===== src/hw/spdm_pkg.sv =====
// Constants, register map and carrier types of the six-bit port with its DMA pin multiplexer.
// Assumes an AHB-Lite system bus, a 25 MHz system clock and a synchronous active-high reset.
// Function
// - Output latch holds bits 5 to 0, cleared at reset, software read and write.
// - Latch drives a pin only while that pin is general-purpose I/O.
// - Latch bits 7 and 6 read as zero and ignore writes.
// - Pin-state view is read only; writes to it change nothing.
// - Pin-state read returns the latch bit where the direction bit is one.
// - Pin-state read returns the sampled pin level where the direction bit is zero.
// - Pin-state bits 7 and 6 are reserved; software must not rely on them.
// - Pin 5 carries external channel 1 acknowledge, else on-chip channel 1 acknowledge.
// - Pin 4 carries external channel 0 acknowledge, else on-chip channel 0 acknowledge.
// - Pin 3 carries external channel 1 end strobe, else on-chip channel 1 end.
// - Pin 2 carries external channel 0 end strobe, else on-chip channel 0 end.
// - Unclaimed pins are general-purpose I/O steered by their direction bits.
// - External DMA selects are ignored in modes 3 and 7 without bus expansion.
// - Direction bit one makes a general-purpose pin an output, zero an input.
// - Direction register is write only; its read value is not defined. This port reads it back as zero.

`default_nettype none

package spdm_pkg;

    localparam int PORT_W   = 6;
    localparam int DATA_W   = 32;
    localparam int MODE_W   = 3;
    localparam int CH_N     = 2;
    localparam int CTRL_W   = 2;

    localparam int ACK_PIN_BASE = 4;
    localparam int END_PIN_BASE = 2;

    localparam logic [DATA_W-1:0] ADDR_LATCH    = 32'h0000_0000;
    localparam logic [DATA_W-1:0] ADDR_VIEW     = 32'h0000_0004;
    localparam logic [DATA_W-1:0] ADDR_DIR      = 32'h0000_0008;
    localparam logic [DATA_W-1:0] ADDR_CTRL     = 32'h0000_000c;

    localparam logic [PORT_W-1:0] LATCH_RST = 6'h00;
    localparam logic [PORT_W-1:0] DIR_RST   = 6'h00;
    localparam logic [CTRL_W-1:0] CTRL_RST  = 2'h0;

    localparam int CTRL_GROUP_BIT  = 0;
    localparam int CTRL_EXPAND_BIT = 1;

    localparam logic [MODE_W-1:0] MODE_NARROW_A = 3'h3;
    localparam logic [MODE_W-1:0] MODE_NARROW_B = 3'h7;

    localparam int   HTRANS_ACTIVE_BIT = 1;
    localparam logic HRESP_OKAY        = 1'b0;

    typedef enum logic [1:0] {
        BUS_IDLE   = 2'b00,
        BUS_WRITE  = 2'b01,
        BUS_RDWAIT = 2'b10,
        BUS_RDDONE = 2'b11
    } spdm_bus_state_type;

    typedef struct packed {
        logic [CH_N-1:0] ext_addr_mode;
        logic [CH_N-1:0] ext_end_enable;
        logic [CH_N-1:0] single_addr_enable;
        logic [CH_N-1:0] end_out_enable;
    } spdm_dma_ctrl_type;

    typedef struct packed {
        logic [CH_N-1:0] ext_acknowledge;
        logic [CH_N-1:0] ext_transfer_end;
        logic [CH_N-1:0] acknowledge;
        logic [CH_N-1:0] transfer_end;
    } spdm_dma_strobe_type;

endpackage

`default_nettype wire


===== src/hw/spdm_port.sv =====
// Six-bit port top: AHB-Lite register slave, pin synchroniser and registered pin drive.
// Assumes one AHB-Lite master, DMA strobes and mode from logic on the same clock.
//
// The AHB-Lite register port and the placing of the registers were left to the implementer.
`timescale 1ns/1ns
`default_nettype none

module spdm_port
    import spdm_pkg::*;
(
    // Clock and reset
    input  wire logic                clk,
    input  wire logic                rst,
    // AHB-Lite slave
    input  wire logic                hsel,
    input  wire logic [DATA_W-1:0]   haddr,
    input  wire logic [1:0]          htrans,
    input  wire logic                hwrite,
    input  wire logic [2:0]          hsize,
    input  wire logic [DATA_W-1:0]   hwdata,
    input  wire logic                hready,
    output logic                     hreadyout,
    output logic                     hresp,
    output logic      [DATA_W-1:0]   hrdata,
    // Chip mode
    input  wire logic [MODE_W-1:0]   op_mode,
    // DMA controllers
    input  wire spdm_dma_ctrl_type   dma_ctrl,
    input  wire spdm_dma_strobe_type dma_strobe,
    // Port pins
    input  wire logic [PORT_W-1:0]   pin_in,
    output logic      [PORT_W-1:0]   pin_out,
    output logic      [PORT_W-1:0]   pin_oe
);

    function automatic logic spdm_hit(input logic [DATA_W-1:0] addr,
                                      input logic [DATA_W-1:0] offset);
        spdm_hit = (addr == offset);
    endfunction

    spdm_bus_state_type     state_reg;
    spdm_bus_state_type     state_next;
    logic [DATA_W-1:0]      addr_reg;
    logic [DATA_W-1:0]      hrdata_reg;
    logic [PORT_W-1:0]      latch_reg;
    logic [PORT_W-1:0]      dir_reg;
    logic [CTRL_W-1:0]      ctrl_reg;
    logic [PORT_W-1:0]      pin_meta_reg;
    logic [PORT_W-1:0]      pin_sync_reg;
    logic [PORT_W-1:0]      pin_out_reg;
    logic [PORT_W-1:0]      pin_oe_reg;

    wire logic              take;
    wire logic              write_en;
    wire logic              hit_latch;
    wire logic              hit_view;
    wire logic              hit_dir;
    wire logic              hit_ctrl;
    wire logic              group_sel;
    wire logic              expand_en;
    wire logic              narrow_mode;
    wire logic              ext_allowed;
    wire logic [PORT_W-1:0] view;
    wire logic [PORT_W-1:0] pin_out_next;
    wire logic [PORT_W-1:0] pin_oe_next;
    wire logic [PORT_W-1:0] claimed;
    wire logic [DATA_W-1:0] rd_mux;

    // Bus address phase and data-phase decode.
    assign take      = hsel & htrans[HTRANS_ACTIVE_BIT] & hready;
    assign write_en  = (state_reg == BUS_WRITE);
    assign hit_latch = spdm_hit(addr_reg, ADDR_LATCH);
    assign hit_view  = spdm_hit(addr_reg, ADDR_VIEW);
    assign hit_dir   = spdm_hit(addr_reg, ADDR_DIR);
    assign hit_ctrl  = spdm_hit(addr_reg, ADDR_CTRL);

    always_comb begin
        state_next = BUS_IDLE;
        unique case (state_reg)
            BUS_RDWAIT: state_next = BUS_RDDONE;
            BUS_IDLE, BUS_WRITE, BUS_RDDONE: begin
                if (take) begin
                    state_next = hwrite ? BUS_WRITE : BUS_RDWAIT;
                end
            end
        endcase
    end

    always_ff @(posedge clk) begin
        if (rst) begin
            state_reg <= BUS_IDLE;
            addr_reg  <= ADDR_LATCH;
        end else begin
            state_reg <= state_next;
            if (take) begin
                addr_reg <= haddr;
            end
        end
    end

    // Register file; the pin-state view has no storage and ignores writes.
    always_ff @(posedge clk) begin
        if (rst) begin
            latch_reg <= LATCH_RST;
            dir_reg   <= DIR_RST;
            ctrl_reg  <= CTRL_RST;
        end else if (write_en) begin
            if (hit_latch) begin
                latch_reg <= hwdata[PORT_W-1:0];
            end
            if (hit_dir) begin
                dir_reg <= hwdata[PORT_W-1:0];
            end
            if (hit_ctrl) begin
                ctrl_reg <= hwdata[CTRL_W-1:0];
            end
        end
    end

    // Pin levels pass two flip-flops before anything reads them.
    always_ff @(posedge clk) begin
        if (rst) begin
            pin_meta_reg <= LATCH_RST;
            pin_sync_reg <= LATCH_RST;
        end else begin
            pin_meta_reg <= pin_in;
            pin_sync_reg <= pin_meta_reg;
        end
    end

    assign view = (dir_reg & latch_reg) | (~dir_reg & pin_sync_reg);

    // Direction reads back as zero; reserved upper bits read as zero.
    assign rd_mux = hit_latch ? {{(DATA_W-PORT_W){1'b0}}, latch_reg} :
                    hit_view  ? {{(DATA_W-PORT_W){1'b0}}, view}      :
                    hit_ctrl  ? {{(DATA_W-CTRL_W){1'b0}}, ctrl_reg}  :
                                {DATA_W{1'b0}};

    always_ff @(posedge clk) begin
        if (rst) begin
            hrdata_reg <= {DATA_W{1'b0}};
        end else if (state_reg == BUS_RDWAIT) begin
            hrdata_reg <= rd_mux;
        end
    end

    assign hreadyout = (state_reg != BUS_RDWAIT);
    assign hresp     = HRESP_OKAY;
    assign hrdata    = hrdata_reg;

    // Pin-function selection.
    assign group_sel   = ctrl_reg[CTRL_GROUP_BIT];
    assign expand_en   = ctrl_reg[CTRL_EXPAND_BIT];
    assign narrow_mode = (op_mode == MODE_NARROW_A) | (op_mode == MODE_NARROW_B);
    assign ext_allowed = ~(narrow_mode & ~expand_en);

    spdm_pin_mux u_pin_mux (
        .group_sel    (group_sel),
        .ext_allowed  (ext_allowed),
        .dma_ctrl     (dma_ctrl),
        .dma_strobe   (dma_strobe),
        .dir          (dir_reg),
        .latch        (latch_reg),
        .pin_out_next (pin_out_next),
        .pin_oe_next  (pin_oe_next),
        .claimed      (claimed)
    );

    always_ff @(posedge clk) begin
        if (rst) begin
            pin_out_reg <= LATCH_RST;
            pin_oe_reg  <= DIR_RST;
        end else begin
            pin_out_reg <= pin_out_next;
            pin_oe_reg  <= pin_oe_next;
        end
    end

    assign pin_out = pin_out_reg;
    assign pin_oe  = pin_oe_reg;

    // Checks on the register file, bus wait states, pin synchroniser and pin reset.
    AST_LATCH_WRITE: assert property (@(posedge clk) disable iff (rst)
        (write_en && hit_latch) |=> (latch_reg == $past(hwdata[PORT_W-1:0])))
        else $error("Latch did not take the written value.");

    AST_LATCH_RESERVED: assert property (@(posedge clk) disable iff (rst)
        (state_reg == BUS_RDDONE && hit_latch) |-> (hrdata[DATA_W-1:PORT_W] == '0))
        else $error("Reserved latch bits did not read as zero.");

    AST_VIEW_NO_WRITE: assert property (@(posedge clk) disable iff (rst)
        (write_en && hit_view) |=> ($stable(latch_reg) && $stable(dir_reg) && $stable(ctrl_reg)))
        else $error("Write to the pin-state view changed a register.");

    AST_VIEW_OUTPUT_BIT: assert property (@(posedge clk) disable iff (rst)
        (state_reg == BUS_RDWAIT && hit_view && dir_reg[0])
        |=> (hrdata[0] == $past(latch_reg[0])))
        else $error("Pin-state read of an output pin did not return the latch.");

    AST_VIEW_INPUT_BIT: assert property (@(posedge clk) disable iff (rst)
        (state_reg == BUS_RDWAIT && hit_view && !dir_reg[1])
        |=> (hrdata[1] == $past(pin_in[1], 3)))
        else $error("Pin-state read of an input pin did not return the pin level.");

    AST_DIR_READ_ZERO: assert property (@(posedge clk) disable iff (rst)
        (state_reg == BUS_RDDONE && hit_dir) |-> (hrdata == '0))
        else $error("Direction register read was not zero.");

    AST_SYNC_DELAY: assert property (@(posedge clk) disable iff (rst)
        ##2 (pin_sync_reg == $past(pin_in, 2)))
        else $error("Pin synchroniser delay is not two cycles.");

    AST_READ_WAIT: assert property (@(posedge clk) disable iff (rst)
        (take && !hwrite) |=> (!hreadyout ##1 hreadyout))
        else $error("Read answer did not take exactly one wait state.");

    AST_REG_RESET: assert property (@(posedge clk)
        rst |=> (latch_reg == LATCH_RST && dir_reg == DIR_RST && ctrl_reg == CTRL_RST))
        else $error("Registers did not clear at reset.");

    AST_PIN_RESET: assert property (@(posedge clk)
        rst |=> (pin_oe == DIR_RST && pin_out == LATCH_RST))
        else $error("Pins were driven out of reset.");

    AST_LATCH_HOLD: assert property (@(posedge clk) disable iff (rst)
        !(write_en && hit_latch) |=> $stable(latch_reg))
        else $error("Latch changed without a write.");

    AST_LATCH_READ: assert property (@(posedge clk) disable iff (rst)
        (state_reg == BUS_RDWAIT && hit_latch) |=> (hrdata[PORT_W-1:0] == $past(latch_reg)))
        else $error("Latch read did not return the latch.");

    AST_DIR_WRITE: assert property (@(posedge clk) disable iff (rst)
        (write_en && hit_dir) |=> (dir_reg == $past(hwdata[PORT_W-1:0])))
        else $error("Direction did not take the written value.");

    AST_DIR_HOLD: assert property (@(posedge clk) disable iff (rst)
        !(write_en && hit_dir) |=> $stable(dir_reg))
        else $error("Direction changed without a write.");

    AST_VIEW_RESERVED: assert property (@(posedge clk) disable iff (rst)
        (state_reg == BUS_RDDONE && hit_view) |-> (hrdata[DATA_W-1:PORT_W] == '0))
        else $error("Reserved pin-state bits did not read as zero.");

    AST_VIEW_OUTPUT_TOP: assert property (@(posedge clk) disable iff (rst)
        (state_reg == BUS_RDWAIT && hit_view && dir_reg[5])
        |=> (hrdata[5] == $past(latch_reg[5])))
        else $error("Pin-state read of output pin 5 did not return the latch.");

    AST_VIEW_INPUT_TOP: assert property (@(posedge clk) disable iff (rst)
        (state_reg == BUS_RDWAIT && hit_view && !dir_reg[5])
        |=> (hrdata[5] == $past(pin_in[5], 3)))
        else $error("Pin-state read of input pin 5 did not return the level.");

    AST_WRITE_NO_WAIT: assert property (@(posedge clk) disable iff (rst)
        (take && hwrite) |=> hreadyout)
        else $error("Write data phase inserted a wait state.");

    AST_HRDATA_HOLD: assert property (@(posedge clk) disable iff (rst)
        (state_reg != BUS_RDWAIT) |=> $stable(hrdata))
        else $error("Read data changed outside a read.");

    // Checks on the pin multiplexer, with owner requests worked out again per channel.
    wire logic [CH_N-1:0] ext_ack_req;
    wire logic [CH_N-1:0] ext_end_req;
    wire logic [CH_N-1:0] chip_ack_req;
    wire logic [CH_N-1:0] chip_end_req;

    assign ext_ack_req  = {CH_N{ext_allowed}} & dma_ctrl.ext_addr_mode;
    assign ext_end_req  = {CH_N{ext_allowed}} & dma_ctrl.ext_end_enable;
    assign chip_ack_req = {CH_N{group_sel}} & dma_ctrl.single_addr_enable;
    assign chip_end_req = {CH_N{group_sel}} & dma_ctrl.end_out_enable;
    AST_GPIO_DRIVE: assert property (@(posedge clk) disable iff (rst)
        dir_reg[0] |=> (pin_oe[0] && pin_out[0] == $past(latch_reg[0])))
        else $error("General-purpose output did not drive the latch value.");

    AST_GPIO_INPUT: assert property (@(posedge clk) disable iff (rst)
        (!dir_reg[1] && !claimed[1]) |=> !pin_oe[1])
        else $error("General-purpose input pin was driven.");

    AST_DIR_OUTPUT: assert property (@(posedge clk) disable iff (rst)
        (dir_reg[3] && !claimed[3]) |=> (pin_oe[3] && pin_out[3] == $past(latch_reg[3])))
        else $error("Direction bit set did not make the pin an output.");

    AST_ACK5_EXT: assert property (@(posedge clk) disable iff (rst)
        ext_ack_req[1]
        |=> (pin_oe[5] && pin_out[5] == $past(dma_strobe.ext_acknowledge[1])))
        else $error("Pin 5 did not carry the external acknowledge.");

    AST_ACK5_ONCHIP: assert property (@(posedge clk) disable iff (rst)
        (!ext_ack_req[1] && chip_ack_req[1])
        |=> (pin_oe[5] && pin_out[5] == $past(dma_strobe.acknowledge[1])))
        else $error("Pin 5 did not carry the on-chip acknowledge.");

    AST_ACK4_EXT: assert property (@(posedge clk) disable iff (rst)
        ext_ack_req[0]
        |=> (pin_oe[4] && pin_out[4] == $past(dma_strobe.ext_acknowledge[0])))
        else $error("Pin 4 did not carry the external acknowledge.");

    AST_ACK4_ONCHIP: assert property (@(posedge clk) disable iff (rst)
        (!ext_ack_req[0] && chip_ack_req[0])
        |=> (pin_oe[4] && pin_out[4] == $past(dma_strobe.acknowledge[0])))
        else $error("Pin 4 did not carry the on-chip acknowledge.");

    AST_END3_EXT: assert property (@(posedge clk) disable iff (rst)
        ext_end_req[1]
        |=> (pin_oe[3] && pin_out[3] == $past(dma_strobe.ext_transfer_end[1])))
        else $error("Pin 3 did not carry the external end strobe.");

    AST_END3_ONCHIP: assert property (@(posedge clk) disable iff (rst)
        (!ext_end_req[1] && chip_end_req[1])
        |=> (pin_oe[3] && pin_out[3] == $past(dma_strobe.transfer_end[1])))
        else $error("Pin 3 did not carry the on-chip end.");

    AST_END2_EXT: assert property (@(posedge clk) disable iff (rst)
        ext_end_req[0]
        |=> (pin_oe[2] && pin_out[2] == $past(dma_strobe.ext_transfer_end[0])))
        else $error("Pin 2 did not carry the external end strobe.");

    AST_END2_ONCHIP: assert property (@(posedge clk) disable iff (rst)
        (!ext_end_req[0] && chip_end_req[0])
        |=> (pin_oe[2] && pin_out[2] == $past(dma_strobe.transfer_end[0])))
        else $error("Pin 2 did not carry the on-chip end.");

    AST_NO_GROUP_GPIO: assert property (@(posedge clk) disable iff (rst)
        (!ext_ack_req[0] && !group_sel && !dir_reg[4]) |=> !pin_oe[4])
        else $error("On-chip enable claimed a pin without the group select.");

    AST_UNCLAIMED_OUT: assert property (@(posedge clk) disable iff (rst)
        (!claimed[4] && dir_reg[4]) |=> (pin_oe[4] && pin_out[4] == $past(latch_reg[4])))
        else $error("Unclaimed output pin did not drive the latch.");

    AST_CLAIMED_KEEPS: assert property (@(posedge clk) disable iff (rst)
        (claimed[5] && !(write_en && hit_latch)) |=> $stable(latch_reg))
        else $error("Latch changed while a pin was claimed.");

    AST_EXT_BLOCKED_END: assert property (@(posedge clk) disable iff (rst)
        (narrow_mode && !expand_en && !chip_end_req[0] && !dir_reg[2]) |=> !pin_oe[2])
        else $error("External end select claimed a pin in a narrow mode.");

    AST_EXT_BLOCKED: assert property (@(posedge clk) disable iff (rst)
        (narrow_mode && !expand_en && !group_sel && !dir_reg[5]) |=> !pin_oe[5])
        else $error("External select claimed a pin in a narrow mode.");

    AST_SWITCH_NEXT: assert property (@(posedge clk) disable iff (rst)
        $changed(claimed) |=> (pin_oe == $past(claimed | dir_reg)))
        else $error("Pin owner did not switch on the following clock.");

endmodule // spdm_port

`default_nettype wire


===== src/hw/spdm_pin_mux.sv =====
// Combinational owner selection for the six port pins.
// Assumes control bits and DMA strobes arrive from logic on the system clock.
`timescale 1ns/1ns
`default_nettype none

module spdm_pin_mux
    import spdm_pkg::*;
(
    // Pin-function controls
    input  wire logic                group_sel,
    input  wire logic                ext_allowed,
    input  wire spdm_dma_ctrl_type   dma_ctrl,
    input  wire spdm_dma_strobe_type dma_strobe,
    // General-purpose settings
    input  wire logic [PORT_W-1:0]   dir,
    input  wire logic [PORT_W-1:0]   latch,
    // Pin drive
    output logic      [PORT_W-1:0]   pin_out_next,
    output logic      [PORT_W-1:0]   pin_oe_next,
    output logic      [PORT_W-1:0]   claimed
);

    wire logic [PORT_W-1:0] claim_w;
    wire logic [PORT_W-1:0] func_w;

    genvar ch;
    generate
        for (ch = 0; ch < CH_N; ch++) begin : g_channel
            wire logic ext_ack = ext_allowed & dma_ctrl.ext_addr_mode[ch];
            wire logic int_ack = dma_ctrl.single_addr_enable[ch] & group_sel;
            wire logic ext_end = ext_allowed & dma_ctrl.ext_end_enable[ch];
            wire logic int_end = dma_ctrl.end_out_enable[ch] & group_sel;
            assign claim_w[ACK_PIN_BASE+ch] = ext_ack | int_ack;
            assign func_w[ACK_PIN_BASE+ch]  = ext_ack ? dma_strobe.ext_acknowledge[ch]
                                            : dma_strobe.acknowledge[ch];
            assign claim_w[END_PIN_BASE+ch] = ext_end | int_end;
            assign func_w[END_PIN_BASE+ch]  = ext_end ? dma_strobe.ext_transfer_end[ch]
                                            : dma_strobe.transfer_end[ch];
        end
        for (ch = 0; ch < END_PIN_BASE; ch++) begin : g_plain
            assign claim_w[ch] = 1'b0;
            assign func_w[ch]  = 1'b0;
        end
    endgenerate

    assign claimed      = claim_w;
    assign pin_out_next = (claim_w & func_w) | (~claim_w & latch);
    assign pin_oe_next  = claim_w | dir;

endmodule // spdm_pin_mux

`default_nettype wire


===== config.mk =====
export PLATFORM = sky130hd
export DESIGN_NAME = spdm_port
export DESIGN_NICKNAME = d
export VERILOG_FILES = /design/src/hw/spdm_pkg.sv /design/src/hw/spdm_port.sv /design/src/hw/spdm_pin_mux.sv
export SDC_FILE = /design/constraint.sdc
export NUM_CORES = 1
export LEC_CHECK = 0
export ABC_AREA = 1
export BUFFER_PORTS_ARGS = -buffer_cell sky130_fd_sc_hd__clkbuf_2
export CAP_MARGIN = 20
export CORE_MARGIN = 4
export CORE_UTILIZATION = 49
export CTS_BUF_LIST = sky130_fd_sc_hd__clkbuf_8
export CTS_CLUSTER_DIAMETER = 60
export CTS_CLUSTER_SIZE = 40
export DETAILED_ROUTE_END_ITERATION = 16
export PLACE_DENSITY = 0.85
export SLEW_MARGIN = 10
export SYNTH_ARGS = -nofsm -noshare
export SYNTH_HDL_FRONTEND = slang
export SYNTH_SLANG_ARGS = --single-unit

===== constraint.sdc =====
create_clock -name clk -period 1.8 [get_ports clk]
set_input_delay 0.36 -clock clk [delete_from_list [all_inputs] [get_ports clk]]
set_output_delay 0.36 -clock clk [all_outputs]
set_load 0.02 [all_outputs]

Word-level counts from Yosys, hierarchy flattened. Cells that the tools add are included.

Equality and inequality tests: 9. Muxes and demuxes: 10. Bitwise gates (word level): 27. Reductions and logical operators: 6.

Operators with widths (number): $eq A32 B4 Y1 const B (2); $eq A32 B3 Y1 const B (1); $logic_not A32 Y1 (1); $and A6 B6 Y6 (4); $or A6 B6 Y6 (3); $mux W6 (2); $not A6 Y6 (2); $and A1 B1 Y1 (11); $mux W2 (3); $reduce_and A2 Y1 (3); $or A1 B1 Y1 (5); $eq A2 B2 Y1 const B (2); $mux W1 (4); $pmux W2 S2 (1); $eq A3 B2 Y1 const B (1); $eq A3 B3 Y1 const B (1); $reduce_or A3 Y1 (1); $eq A2 B1 Y1 const B (1); $logic_not A2 Y1 (1); $ne A2 B2 Y1 const B (1); $not A1 Y1 (2).

Flip-flop bits (word level): 104. Input port bits: 99. Output and inout bits: 46.

Logic depth before layout (Yosys ltp).
Word-level depth: 9. Gate-level depth with buffers: 9. Gate-level depth less buffers: 9.

Hierarchy. A second synthesis with hierarchy kept.

Cell total of the unflattened synthesis: 472. Area total of the unflattened synthesis: 3544.6 um^2.

By module, submodules not included: spdm_port (times used 1, cells an instance 424, area an instance 3269.4 um^2); spdm_pin_mux (times used 1, cells an instance 48, area an instance 275.3 um^2).

Least setup slack after synthesis. Ideal clock, no wire load.

Path kind: reg2reg. Start: register addr_reg[23]. End: register latch_reg[0]. Setup time: 0.119 ns. Arrival time: 1.141 ns. Required time: 1.681 ns. Slack: 0.539 ns. Cell stages (with the launch flop): 9. Path buffers: 0. Clock period less this slack: 1.261 ns. Path through: dfxtp_1 > nor2_2 > nand2_2 > nor2_4 > nand2_2 > nor2_8 > nand2_4 > o21ai_0 > a21oi_1.

Word-level cells in the longest chain between the ends: 2.

RTL lines: start: declaration (RTL line spdm_port.sv:43) `logic [DATA_W-1:0] addr_reg;`; start signal: assignment (RTL line spdm_port.sv:96) `addr_reg <= haddr;`; $logic_not A32 Y1 (RTL line spdm_port.sv:38) `spdm_hit = (addr == offset);`; $reduce_and A2 Y1 (no source line); end signal: assignment (RTL line spdm_port.sv:109) `latch_reg <= hwdata[PORT_W-1:0];`; end: declaration (RTL line spdm_port.sv:45) `logic [PORT_W-1:0] latch_reg;`.

No other way between the ends. A chain may end at the register's enable or synchronous reset.

Final worst setup path.
Start: register state_reg[1]. End: output hreadyout.

Word-level cells in the longest chain between the ends: 1.

RTL lines: start: declaration (RTL line spdm_port.sv:41) `spdm_bus_state_type state_reg;`; start signal: assignment (RTL line spdm_port.sv:94) `state_reg <= state_next;`; $ne A2 B2 Y1 (RTL line spdm_port.sv:147) `assign hreadyout = (state_reg != BUS_RDWAIT);`; end: declaration (RTL line spdm_port.sv:22) `output logic hreadyout,`.

No other way between the ends.

==> flow_metrics.tcl <==
set metrics [dict create \
    status "completed" \
    portBuffers 86 \
    rows 29 \
    grt_overflow 0 \
    async_reset_ff_frac 0 \
    min_from "pin_in[5]" \
    yosysTopAreaCellShare 0.4704 \
    die_h_um 90.31 \
    dr.pass1.iters 4 \
    yosysMostFrequentCell "dfxtp_1" \
    syn_area_per_cell_sq_um 7.527 \
    clock.fmax_mhz 627.3 \
    path_clk_slew_ns 0.08 \
    wl_mm 7.176 \
    wire_per_inst_um 11.78 \
    fin_skew_ns 0.009106 \
    hold_viol 0 \
    syn_area_sq_um 3319 \
    drtIter0Drc 114 \
    synth_cell_types 26 \
    synth_edf_count 0 \
    synth.yosys.seq_area_share 0.4704 \
    grt_max_degree 49 \
    p_leak_nw 1.885 \
    place_inst 593 \
    synthToLayoutAreaGrowth_pct 20.51 \
    worst_setup_path_start_kind "register" \
    rr_endpoint "latch_reg[1]" \
    cts_tree "built" \
    path_max_fanout 6 \
    synth-seq-cells 78 \
    core_sq_um 6459 \
    finalSetupViolCount 0 \
    worstPathArrival_ns 1.23 \
    post-dp-hpwl_mm 5.540 \
    route.detailed.drc 0 \
    grt_first_pass_wirelength_mm 11.85 \
    first_global_vias 2844 \
    h-tree-depth 3 \
    num_vias 2922 \
    antenna_found_initial 0 \
    setup_tns_ns 0 \
    peakVddDrop_mv 0.4323 \
    reg2reg_setup_slack_ns 0.34 \
    yosysWarnings 0 \
    gp_congestion 0.7738 \
    period_needed_ns 1.594 \
    largest_reg_flops 32 \
    slew_viol_final 0 \
    start_util 0.5139 \
    ys_top_cells_by_area "dfxtp_1 (47%), nand2_1 (8.4%), a21oi_1 (6.8%), buf_4 (6.1%), o21ai_0 (5.9%)" \
    holdBufCountCts 0 \
    drive_above_1_share 0.2462 \
    final.fill_count 581 \
    die_area_sq_um 8155 \
    critPathRequiredTime_ns 1.44 \
    reg2reg_from "addr_reg[8]" \
    ant_nets 0 \
    hold_depth 3 \
    ctsRootBufferMaster "clkbuf_8" \
    yosysTopAreaCell "dfxtp_1" \
    diodes 0 \
    cts.repair.resized 0 \
    rr_worst_depth 8 \
    numCtsBuffers 9 \
    via_per_inst 4.798 \
    grt_usage 0.1774 \
    cts_buffer_depth 2 \
    synthTopCellsByCount "dfxtp_1 (78), nand2_1 (74), nor2_1 (51)" \
    clk_latency_ns 0.35 \
    stdcell_count 609 \
    synth_ff_type "dfxtp_1" \
    ios 145 \
    p_per_area_nw_per_um2 995.4 \
    final_nets 626 \
    synthCells 441 \
    drv_cap 0 \
    grt_setup_unrepaired "false" \
    cts_num_sinks 78 \
    fin_crit_sh 0.8857 \
    finalPower_mw 3.982 \
    cts_setup_buffers 0 \
    hp-class "input port to register" \
    crit_type "register to output port" \
    hold_path_end "pin_meta_reg[5]" \
    critPathCaptureType "output port" \
    die-width_um 90.31 \
]
==> layout by cell type (no fill, tap or decap), drive strengths merged, types with 4 or more instances in the layout <==
cell,instances
clkbuf,96
nor2,61
a21oi,45
nand2,82
o21ai,47
mux2i,4
conb,27
nand4,4
bufinv,4
nor3,6
nand3,18
buf,4
a31oi,4
inv,48
dfxtp,78
==> critical path: stages, from the launching register on <==
cell and delay [ns]:
dfxtp_1 0.31, inv_1 0.06, nor2_4 0.15, clkinv_1 0.17, clkbuf_2 0.19
==> layout make-up <==
class,count,area (sq um),share of cell area
tap,77,96.34,0.02409
sequential,78,1562,0.3904
multi-input combinational,298,1410,0.3525
clock buffer,10,137.6,0.03441
timing repair buffer,90,473.0,0.1182
inverter,50,188.9,0.04723
clock inverter,6,132.6,0.03316
==> metal layers <==
layer | vias to the layer above | GRT usage | wire, um
li1 | 1525 | - | -
met1 | 1290 | 0.1980 | 3001
met2 | 89 | 0.3037 | 3499
met3 | 18 | 0.05417 | 469
met4 | 0 | 0.09184 | 206
met5 | - | 0 | 0
==> power by group <==
part / internal (mW) / leakage [nW] / total (mW) / switching, mW
clock network: 1.10 / 0.132 / 1.73 / 0.633
logic: 0.156 / 1.12 / 0.447 / 0.292
registers: 1.78 / 0.636 / 1.81 / 0.0235
total: 3.03 / 1.89 / 3.98 / 0.948
==> how the worst max path moves through the flow <==
stage	end	from	cells after the start
2_1_floorplan	latch_reg[0]	addr_reg[23]	8
3_3_place_gp	latch_reg[1]	addr_reg[12]	8
3_5_place_dp	hrdata[2]	addr_reg[5]	9
4_1_cts	hreadyout	state_reg[1]	4
5_1_grt	hreadyout	state_reg[1]	4
6_report	hreadyout	state_reg[1]	4
==> logic make-up (layout without fill, tap and decap cells) <==
| kind of cell | after synthesis | count (layout) | share of synthesized area |
|---|---|---|---|
| DFF | 78 | 78 | 0.4704 |
| AOI/OAI and AO/OA | 96 | 96 | 0.1463 |
| buffers and inverters | 91 | 156 | 0.1342 |
| muxes | 4 | 4 | 0.01206 |
| other | 1 | 27 | 0.001130 |
| and+or+nand+nor | 171 | 171 | 0.2360 |
==> stage by stage <==
stage	hold slack [ns]	cell area, sq um	util	setup WS (ns)
after floorplan	0.3883	3417	-	0.5395
after global placement	0.3947	3730	0.5775	0.4007
after detailed placement	0.3981	3730	0.5775	0.3460
after CTS	0.1903	4000	0.6193	0.1874
after global routing	0.1857	4000	0.6193	0.1191
final	0.1939	4000	0.6193	0.2058
Power figures use the tool's default switching activity.
